<file path="src/verilog/lnf_pkg.sv">
package lnf_pkg;
  // Register bus shape
  localparam int unsigned AW = 8;
  localparam int unsigned DW = 32;
  // Register byte addresses
  localparam logic [7:0] OFF_CHAN_SET = 8'h78;
  localparam logic [7:0] OFF_CHAN_CLR = 8'h7c;
  localparam logic [7:0] OFF_EVT_SET  = 8'h80;
  localparam logic [7:0] OFF_EVT_CLR  = 8'h84;
  localparam logic [7:0] OFF_ENA_SET  = 8'h88;
  localparam logic [7:0] OFF_ENA_CLR  = 8'h8c;
  localparam logic [7:0] OFF_LINK_CTL = 8'h90;
  // Event and control bit positions
  localparam int unsigned B_GLOBAL   = 31;
  localparam int unsigned B_MAKER    = 30;
  localparam int unsigned B_PHYREG   = 26;
  localparam int unsigned B_OVERLONG = 25;
  localparam int unsigned B_FATAL    = 24;
  localparam int unsigned B_MISMATCH = 23;
  localparam int unsigned B_MISSED   = 22;
  localparam int unsigned B_SIXTY4   = 21;
  localparam int unsigned B_SYNCH    = 20;
  localparam int unsigned B_PHYREQ   = 19;
  localparam int unsigned B_RESTART  = 17;
  localparam int unsigned B_IDDONE   = 16;
  localparam int unsigned CTX_N      = 4;
  localparam int unsigned B_ROOT     = 0;
  // Writable bit sets
  localparam logic [31:0] EVT_RW  = 32'h07fb_000f;
  localparam logic [31:0] ENA_RW  = 32'h87fb_000f;
  // Reset values
  localparam logic [31:0] RST_CHAN = 32'h0000_0000;
  localparam logic [31:0] RST_EVT  = 32'h0000_0000;
  localparam logic [31:0] RST_ENA  = 32'h0000_0000;
  // Cycle time fields
  localparam int unsigned SEC_W     = 7;
  localparam int unsigned CNT_W     = 13;
  localparam int unsigned SEC64_BIT = 6;
  // Overlong cycle limit, least time so rounded up
  localparam int unsigned TOO_LONG_NS   = 125000;
  localparam int unsigned CLK_PERIOD_NS = 4;
  localparam int unsigned OVERLONG_CYC  =
    (TOO_LONG_NS + CLK_PERIOD_NS - 1) / CLK_PERIOD_NS;
endpackage : lnf_pkg

</file>
<file path="src/verilog/lnf_cyc_if.sv">
`timescale 1ns/1ps
`default_nettype none
interface lnf_cyc_if;
  logic                           root_en;      // Cycle master active
  logic                           cs_tx_begin;  // Cycle start send begins
  logic                           gap_end;      // Subaction gap ended
  logic                           arb_gap;      // Arbitration reset gap
  logic                           cs_seen;      // Cycle start sent or received
  logic                           rx_cs;        // Cycle start received
  logic [lnf_pkg::SEC_W-1:0]      rx_sec;       // Received seconds
  logic [lnf_pkg::CNT_W-1:0]      rx_cnt;       // Received count
  logic [lnf_pkg::SEC_W-1:0]      loc_sec;      // Own seconds
  logic [lnf_pkg::CNT_W-1:0]      loc_cnt;      // Own count
  logic                           ev_overlong;  // Event pulses back
  logic                           ev_mismatch;
  logic                           ev_missed;
  logic                           ev_sixty4;
  logic                           ev_synch;
  modport mon (input root_en, cs_tx_begin, gap_end, arb_gap, cs_seen, rx_cs,
               rx_sec, rx_cnt, loc_sec, loc_cnt,
               output ev_overlong, ev_mismatch, ev_missed, ev_sixty4, ev_synch);
  modport ctl (output root_en, cs_tx_begin, gap_end, arb_gap, cs_seen, rx_cs,
               rx_sec, rx_cnt, loc_sec, loc_cnt,
               input ev_overlong, ev_mismatch, ev_missed, ev_sixty4, ev_synch);
endinterface : lnf_cyc_if
`default_nettype wire

</file>
<file path="src/verilog/lnf_cycle_mon.sv">
`timescale 1ns/1ps
`default_nettype none
module lnf_cycle_mon #(
  parameter int unsigned OVERLONG_CYC = lnf_pkg::OVERLONG_CYC
) (
  input  wire logic clk,
  input  wire logic srst,
  lnf_cyc_if.mon    cy
);
  typedef enum logic [2:0] {LNF_IDLE, LNF_WGAP, LNF_WSTART, LNF_GOT, LNF_DONE} lnf_lc_t;
  lnf_lc_t     lc, next_lc;          // Lost cycle tracker
  logic        busy, next_busy;      // Overlong timer running
  logic [31:0] cnt, next_cnt;        // Cycles since cycle start
  logic        p64, plsb;            // Previous field bits
  logic        next_ovl, next_mis, next_miss, next_s64, next_syn;

  // Next state of all cycle monitors
  always_comb begin
    next_s64  = cy.loc_sec[lnf_pkg::SEC64_BIT] != p64;
    next_syn  = cy.loc_cnt[0] != plsb;
    next_mis  = cy.rx_cs && (cy.rx_sec != cy.loc_sec || cy.rx_cnt != cy.loc_cnt);
    next_ovl  = 1'b0;
    next_busy = busy;
    next_cnt  = cnt;
    // Timer only matters while cycle master
    if (!cy.root_en) begin
      next_busy = 1'b0;
    end else if (cy.cs_tx_begin) begin
      next_busy = 1'b1;
      next_cnt  = 32'h0000_0000;
    end else if (busy) begin
      if (cy.gap_end) begin
        next_busy = 1'b0;
      end else if (cnt >= OVERLONG_CYC) begin
        next_ovl  = 1'b1;
        next_busy = 1'b0;
      end else begin
        next_cnt = cnt + 32'h0000_0001;
      end
    end
    next_miss = 1'b0;
    next_lc   = lc;
    // A new cycle closes the previous one
    if (next_syn) begin
      next_miss = (lc == LNF_WGAP) || (lc == LNF_WSTART);
      next_lc   = cy.cs_seen ? LNF_GOT : LNF_WGAP;
    end else begin
      unique case (lc)
        LNF_WGAP: begin
          if (cy.cs_seen) begin
            next_lc = LNF_GOT;
          end else if (cy.arb_gap) begin
            next_miss = 1'b1;
            next_lc   = LNF_DONE;
          end else if (cy.gap_end) begin
            next_lc = LNF_WSTART;
          end
        end
        // Start must come right after the first gap
        LNF_WSTART: begin
          next_miss = !cy.cs_seen;
          next_lc   = cy.cs_seen ? LNF_GOT : LNF_DONE;
        end
        LNF_IDLE, LNF_GOT, LNF_DONE: next_lc = lc;
      endcase
    end
  end

  // Register monitors
  always_ff @(posedge clk) begin
    if (srst) begin
      lc <= LNF_IDLE; busy <= 1'b0; cnt <= 32'h0000_0000;
      p64 <= 1'b0; plsb <= 1'b0;
      cy.ev_overlong <= 1'b0; cy.ev_mismatch <= 1'b0; cy.ev_missed <= 1'b0;
      cy.ev_sixty4 <= 1'b0; cy.ev_synch <= 1'b0;
    end else begin
      lc <= next_lc; busy <= next_busy; cnt <= next_cnt;
      p64 <= cy.loc_sec[lnf_pkg::SEC64_BIT]; plsb <= cy.loc_cnt[0];
      cy.ev_overlong <= next_ovl; cy.ev_mismatch <= next_mis; cy.ev_missed <= next_miss;
      cy.ev_sixty4 <= next_s64; cy.ev_synch <= next_syn;
    end
  end
endmodule : lnf_cycle_mon
`default_nettype wire

</file>
<file path="src/verilog/lnf_event_filter.sv">
`timescale 1ns/1ps
`default_nettype none
// Functional notes
// - Lower channel mask with set/clear addresses
// - Mask bit n accepts channel n
// - Clear address reads events ANDed with enables
// - Source edge or set write sets event
// - Only clear writes clear an event, except bit 16 on bus reset
// - Reserved event bits zero, bit 30 fixed
// - PHY register byte sets bit 26
// - Overlong cycle as master sets bit 25
// - Overlong cycle drops cycle master enable
// - Halting error sets bit 24
// - Fatal blocks culprit contexts' normal events
// - Mismatched cycle start sets bit 23
// - Missing cycle start sets bit 22
// - Missed cycle may be predicted early
// - Seconds 64 boundary sets bit 21
// - Cycle count LSB toggle sets bit 20
// - PHY status request sets bit 19
// - PHY bus reset sets bit 17
// - Enable mask with set/clear addresses
// - Global gate bit 31 blocks interrupt
// - Bus reset clears bit 16
module lnf_event_filter #(
  parameter int unsigned OVERLONG_CYC = lnf_pkg::OVERLONG_CYC,
  parameter logic        MAKER_VAL    = 1'b0 // Arbitrary fixed value
) (
  input  wire logic                       clk,
  input  wire logic                       srst,
  // Register port
  input  wire logic [lnf_pkg::AW-1:0]     addr,
  input  wire logic [lnf_pkg::DW-1:0]     wr_data,
  input  wire logic                       wr_en,
  input  wire logic                       rd_en,
  output logic      [lnf_pkg::DW-1:0]     rd_data,
  // Event sources
  input  wire logic                       phy_reg_byte_arrived,
  input  wire logic                       phy_status_irq,
  input  wire logic                       link_bus_restart,
  input  wire logic                       node_id_stream_done,
  input  wire logic [lnf_pkg::CTX_N-1:0]  ctx_dead,
  input  wire logic [lnf_pkg::CTX_N-1:0]  ctx_done,
  // Cycle timing inputs
  input  wire logic                       cs_tx_begin,
  input  wire logic                       gap_end,
  input  wire logic                       arb_gap,
  input  wire logic                       cs_seen,
  input  wire logic                       rx_cs,
  input  wire logic [lnf_pkg::SEC_W-1:0]  rx_sec,
  input  wire logic [lnf_pkg::CNT_W-1:0]  rx_cnt,
  input  wire logic [lnf_pkg::SEC_W-1:0]  loc_sec,
  input  wire logic [lnf_pkg::CNT_W-1:0]  loc_cnt,
  // Channel filter
  input  wire logic                       rx_chan_valid,
  input  wire logic [5:0]                 rx_chan,
  output logic                            rx_chan_accept,
  output logic      [31:0]                rx_chan_enable_bit,
  // Status outputs
  output logic                            root_timing_enable,
  output logic                            irq
);

  // Stored state and combinational signals
  logic [31:0]               link_event_bits;    // Latched events
  logic [31:0]               link_enable_bits;   // Enables plus gate
  logic [31:0]               next_chan;          // Channel mask next
  logic [31:0]               next_evt;           // Events next
  logic [31:0]               next_ena;           // Enables next
  logic                      next_root;          // Cycle master next
  logic [lnf_pkg::CTX_N-1:0] culprit;            // Contexts behind fatal
  logic [lnf_pkg::CTX_N-1:0] next_culprit;
  logic [31:0]               src_lvl;            // Source levels
  logic [31:0]               src_prev;           // Last source levels
  logic [31:0]               hw_rise;            // Qualified edges
  logic [lnf_pkg::CTX_N-1:0] dead_prev;          // Last dead levels
  logic [lnf_pkg::CTX_N-1:0] dead_rise;          // New dead contexts
  logic [31:0]               evt_view;           // Event read view
  logic [31:0]               next_rd;            // Read data next
  logic                      next_irq;           // Interrupt next
  logic                      next_accept;        // Channel hit next

  // Strobe decode
  logic wr_chan_set, wr_chan_clr, wr_evt_set, wr_evt_clr;
  logic wr_ena_set, wr_ena_clr, wr_ctl;
  always_comb begin
    wr_chan_set = wr_en && addr == lnf_pkg::OFF_CHAN_SET;
    wr_chan_clr = wr_en && addr == lnf_pkg::OFF_CHAN_CLR;
    wr_evt_set  = wr_en && addr == lnf_pkg::OFF_EVT_SET;
    wr_evt_clr  = wr_en && addr == lnf_pkg::OFF_EVT_CLR;
    wr_ena_set  = wr_en && addr == lnf_pkg::OFF_ENA_SET;
    wr_ena_clr  = wr_en && addr == lnf_pkg::OFF_ENA_CLR;
    wr_ctl      = wr_en && addr == lnf_pkg::OFF_LINK_CTL;
  end

  // Cycle timing monitor
  lnf_cyc_if cy ();
  always_comb begin
    cy.root_en     = root_timing_enable;
    cy.cs_tx_begin = cs_tx_begin;
    cy.gap_end     = gap_end;
    cy.arb_gap     = arb_gap;
    cy.cs_seen     = cs_seen;
    cy.rx_cs       = rx_cs;
    cy.rx_sec      = rx_sec;
    cy.rx_cnt      = rx_cnt;
    cy.loc_sec     = loc_sec;
    cy.loc_cnt     = loc_cnt;
  end

  lnf_cycle_mon #(
    .OVERLONG_CYC (OVERLONG_CYC)
  ) u_cycle_mon (
    .clk  (clk),
    .srst (srst),
    .cy   (cy)
  );

  // Source levels gathered into event positions
  always_comb begin
    src_lvl                      = 32'h0000_0000;
    src_lvl[lnf_pkg::B_PHYREG]   = phy_reg_byte_arrived;
    src_lvl[lnf_pkg::B_OVERLONG] = cy.ev_overlong;
    src_lvl[lnf_pkg::B_FATAL]    = |ctx_dead;
    src_lvl[lnf_pkg::B_MISMATCH] = cy.ev_mismatch;
    src_lvl[lnf_pkg::B_MISSED]   = cy.ev_missed;
    src_lvl[lnf_pkg::B_SIXTY4]   = cy.ev_sixty4;
    src_lvl[lnf_pkg::B_SYNCH]    = cy.ev_synch;
    src_lvl[lnf_pkg::B_PHYREQ]   = phy_status_irq;
    src_lvl[lnf_pkg::B_RESTART]  = link_bus_restart;
    src_lvl[lnf_pkg::B_IDDONE]   = node_id_stream_done;
    src_lvl[lnf_pkg::CTX_N-1:0]  = ctx_done;
    dead_rise                    = ctx_dead & ~dead_prev;
    hw_rise                      = src_lvl & ~src_prev;
    // Culprit contexts stay muted while fatal holds
    if (link_event_bits[lnf_pkg::B_FATAL]) begin
      hw_rise[lnf_pkg::CTX_N-1:0] = hw_rise[lnf_pkg::CTX_N-1:0] & ~culprit;
    end
  end

  // Per-bit event latch, set beats clear
  genvar gi;
  generate
    for (gi = 0; gi < 32; gi++) begin : g_evt
      always_comb begin
        if (lnf_pkg::EVT_RW[gi]) begin
          next_evt[gi] = (wr_evt_set && wr_data[gi]) || hw_rise[gi]
            || (link_event_bits[gi] && !(wr_evt_clr && wr_data[gi])
                && !(gi == lnf_pkg::B_IDDONE && hw_rise[lnf_pkg::B_RESTART]));
        end else begin
          next_evt[gi] = 1'b0;
        end
      end
    end
  endgenerate

  // Culprit tracking follows fatal bit
  always_comb begin
    if (next_evt[lnf_pkg::B_FATAL]) begin
      next_culprit = culprit | dead_rise;
    end else begin
      next_culprit = '0;
    end
  end

  // Masks and control next values
  always_comb begin
    next_chan = rx_chan_enable_bit;
    if (wr_chan_set) begin
      next_chan = next_chan | wr_data;
    end
    if (wr_chan_clr) begin
      next_chan = next_chan & ~wr_data;
    end
    next_ena = link_enable_bits;
    if (wr_ena_set) begin
      next_ena = next_ena | (wr_data & lnf_pkg::ENA_RW);
    end
    if (wr_ena_clr) begin
      next_ena = next_ena & ~wr_data;
    end
    next_root = root_timing_enable;
    if (wr_ctl) begin
      next_root = wr_data[lnf_pkg::B_ROOT];
    end
    // Overlong cycle takes master role away, above software
    if (cy.ev_overlong) begin
      next_root = 1'b0;
    end
  end

  // Read mux and derived outputs
  always_comb begin
    evt_view                   = link_event_bits & lnf_pkg::EVT_RW;
    evt_view[lnf_pkg::B_MAKER] = MAKER_VAL;
    next_rd                    = 32'h0000_0000;
    if (rd_en) begin
      unique case (addr)
        lnf_pkg::OFF_CHAN_SET, lnf_pkg::OFF_CHAN_CLR: next_rd = rx_chan_enable_bit;
        lnf_pkg::OFF_EVT_SET:  next_rd = evt_view;
        lnf_pkg::OFF_EVT_CLR:  next_rd = evt_view & link_enable_bits;
        lnf_pkg::OFF_ENA_SET, lnf_pkg::OFF_ENA_CLR: next_rd = link_enable_bits;
        lnf_pkg::OFF_LINK_CTL: next_rd = {31'h0000_0000, root_timing_enable};
        default:               next_rd = 32'h0000_0000;    // Unmapped reads zero
      endcase
    end
    // Gate first, then any enabled event
    next_irq = link_enable_bits[lnf_pkg::B_GLOBAL]
      && |(evt_view[30:0] & link_enable_bits[30:0]);
    // Upper channels belong to a separate mask
    next_accept = rx_chan_valid && !rx_chan[5]
      && rx_chan_enable_bit[rx_chan[4:0]];
  end

  // All state registers
  always_ff @(posedge clk) begin
    if (srst) begin
      rx_chan_enable_bit <= lnf_pkg::RST_CHAN;
      link_event_bits    <= lnf_pkg::RST_EVT;
      link_enable_bits   <= lnf_pkg::RST_ENA;
      root_timing_enable <= 1'b0;
      culprit            <= '0;
      src_prev           <= 32'h0000_0000;
      dead_prev          <= '0;
      rd_data            <= 32'h0000_0000;
      irq                <= 1'b0;
      rx_chan_accept     <= 1'b0;
    end else begin
      rx_chan_enable_bit <= next_chan;
      link_event_bits    <= next_evt;
      link_enable_bits   <= next_ena;
      root_timing_enable <= next_root;
      culprit            <= next_culprit;
      src_prev           <= src_lvl;
      dead_prev          <= ctx_dead;
      rd_data            <= next_rd;
      irq                <= next_irq;
      rx_chan_accept     <= next_accept;
    end
  end
endmodule : lnf_event_filter
`default_nettype wire

</file>
<file path="config.mk">
export PLATFORM = sky130hd
export DESIGN_NAME = lnf_event_filter
export DESIGN_NICKNAME = d
export VERILOG_FILES = /design/src/verilog/lnf_pkg.sv /design/src/verilog/lnf_cyc_if.sv /design/src/verilog/lnf_cycle_mon.sv /design/src/verilog/lnf_event_filter.sv
export SDC_FILE = /design/constraint.sdc
export NUM_CORES = 1
export LEC_CHECK = 0
export BUFFER_PORTS_ARGS = -buffer_cell sky130_fd_sc_hd__buf_2
export CAP_MARGIN = 20
export CORE_MARGIN = 2
export CORE_UTILIZATION = 45
export CTS_CLUSTER_SIZE = 40
export DETAILED_ROUTE_END_ITERATION = 10
export PLACE_DENSITY = 0.69
export SLEW_MARGIN = 20
export SYNTH_ARGS = -nofsm -noshare
export SYNTH_HDL_FRONTEND = slang
export SYNTH_HIERARCHICAL = 1
export SYNTH_SLANG_ARGS = --single-unit
</file>
<file path="constraint.sdc">
create_clock -name clk -period 4.2 [get_ports clk]
set_input_delay 1.26 -clock clk [delete_from_list [all_inputs] [get_ports clk]]
set_output_delay 1.26 -clock clk [all_outputs]
set_load 0.02 [all_outputs]
</file>
==> metrics <==
pwr/cell area 381.2 mW/mm2; largest net degree at the start of global routing 74; worst path bufs/invs 3; CP delay by family, top buffers and inverters; crit path DAT 3.02 ns; Post-DP HPWL 14.35 mm; outcome finished clean; NumNets Final 1059; clock-pin slew on the worst setup and hold paths 0.06 ns; post-route ant nets 0; critical-path cell list buf_2 > nor4b_2 > buf_4 > a41oi_1 > o21bai_1 > inv_1; Slew @ Worst Pin 0.8215 ns; H-tree Lvls 4; post-synth top area share 47.47%; syn avg cell area 9.419 um2; slew margin rel. 45.12%; DR WL/cell 17.22 um; Slew Limit Fails 0; most common flop cell mapped by yosys dfxtp_1; row count 47; Worst Setup End Kind flip-flop; maximum clock rate 366.8 MHz; share of flip-flops with an asynchronous set or reset 0%; first-pass GRT wire length 32.60 mm; Tcrit/Tclk final 64.91%; sequential share of the synthesized area 47.47%; Distinct cells, synth 68; clk sinks 178; die footprint 0.01773 mm2; sequential fraction of design power 50.1%; 1st-pass router iterations 6; Gate power share 6.7%; hold_ws 0.4467 ns; Initial Utilization 45.59%; critical-path maximum fanout 23; FF-to-FF setup slack 1.59 ns; RD Place Congestion 0.8490; Clock Latency Late Sink 0.42 ns; Clk pwr share 43.2%; NetSw 809.2 uW; Via-to-Cell Ratio 5.747; worst-case reg-to-reg path depth 7; Clock Tree Buf Depth 2; fin util 55.30%; Gates resized, CTS repair 0; CTS Root Cell clkbuf_16; First DRT Iteration DRCs 474; Final setup viols 0; Post-Syn Area 0.007507 mm2; Vias 6782; Net Count, Synth 907; hold path depth 2; CTS tree done; Post-CTS Repair Setup Buffers 0; synthesized flop and latch total 178; Worst path slowest cell o21bai_1; Core Area 0.01647 mm2; total global routing overflow 0; Final Skew 0.008082 ns; cts hold-fix bufs 0; VDD IR max 0.2829 mV; Int Pwr 2.662 mW; layout cell share with drive strength beyond 1 25.94%; cell accounting for the most synthesized area dfxtp_1; Die Y 133.2 um; CP startpoint kind input port; Routed WL 20.32 mm; YS warnings 6; Horiz. Die Dim 133.2 um; synth top area cells dfxtp_1, a21oi_1, a311oi_1; most used cells in the layout excluding fill and tap cells dfxtp_1, buf_2, a21oi_1, nor2_1, a311oi_1; Levels on crit path 6; CTS buffer count 17; DRC 0; EDFF count, synth 0; Lkg Pwr 3.692 nW; vias in the first global route 6173; number of I/O pins 175; Fin Setup TNS 0 ns; initial antenna violation count 0; min cycle time layout 2.726 ns; area grow syn2layout 21.30%; switching share of power 23.31%; commonest non-fill, non-tap cell in the layout dfxtp_1; antenna cells 0; worst setup path category input port to flip-flop; worst path required time 4.49 ns; Total GRT Usage 23.00%; Min-Delay Path Class flip-flop to flip-flop; input/output buffers 174; slowest stage delay, CP 0.40 ns; RSZ-0062 raised after global routing false; max-cap violations 0; Hold Vio Cnt, Final 0; Post-Syn Instances 797
[kinds of logic after synthesis]
| group | share of synthesized area [%] |
|---|---|
| DFF | 47.47 |
| AOI/OAI and AO/OA | 23.90 |
| buffers and inverters | 4.833 |
| xor gates and xnor gates | 2.567 |
| muxes | 3.667 |
| and+or+nand+nor | 17.23 |
| adders and majority gates | 0.3333 |
[worst paths after layout]
check	startpoint	endpoint
min reg2reg	link_enable_bits[6]	link_enable_bits[6]
min	link_enable_bits[6]	link_enable_bits[6]
max reg2reg	u_cycle_mon/cnt[0]	u_cycle_mon/cnt[13]
max	addr[2]	link_event_bits[24]
[final cells by class]
cell class / instances / area, um2
flip-flops and latches: 178 / 3563
fillers: 1490 / 7360
clock inverters: 10 / 101.3
repair buffers: 189 / 985.9
multi-input cells: 529 / 3596
clock buffers: 20 / 456.7
well taps: 220 / 275.3
inverters: 34 / 127.6
[metrics by stage]
stage	worst slack (ns)	cell area [um2]	power (mW)	cells
final	1.474	9106	3.471	1180
after global routing	1.349	9106	3.597	1180
after detailed placement	1.087	8548	2.008	1150
after CTS	1.531	9106	3.496	1180
after floorplan	1.359	7507	1.891	797
after global placement	1.079	8548	2.004	1150
[metal layers]
layer	track usage, %	part of all wire [%]	vias to the layer above
met3	4.680	5.8	26
met2	36.24	47	242
met1	31.65	46	3221
met4	8.038	1.9	0
li1	-	-	3293
met5	0	0	-
[power by group through the flow]
stage               clock, mW  sequential (mW)  combinational, mW
floorplan                   0             1.77              0.122
global placement            0             1.78              0.227
detailed placement          0             1.78              0.231
CTS                      1.52             1.74              0.232
global route             1.60             1.74              0.256
finish                   1.50             1.74              0.233
[cells in the mapped netlist, types with 4 or more instances]
cell,instances
dfxtp_1,178
a21oi_1,98
nor2_1,52
a311oi_1,48
clkbuf_1,41
inv_1,34
nand2_1,28
nor2b_1,25
nand2b_1,21
a22oi_1,20
nand4_1,17
o21ai_0,15
and2_1,14
buf_2,14
a21o_1,13
a32oi_1,13
and3_1,13
nand3_1,12
xor2_1,12
nor4_1,11
xnor2_1,10
mux4_2,9
a222oi_1,7
nor3_1,7
and4_1,5
mux2i_1,5
a211oi_1,4
a221oi_1,4
a31o_2,4
o31ai_1,4
or4_1,4
[worst min-delay path, cell delays in order, from the launching register on]
cell	delay, ns
dfxtp_1	0.31
nand2b_1	0.06
a21oi_1	0.03
(Power assumes the default switching activity.)
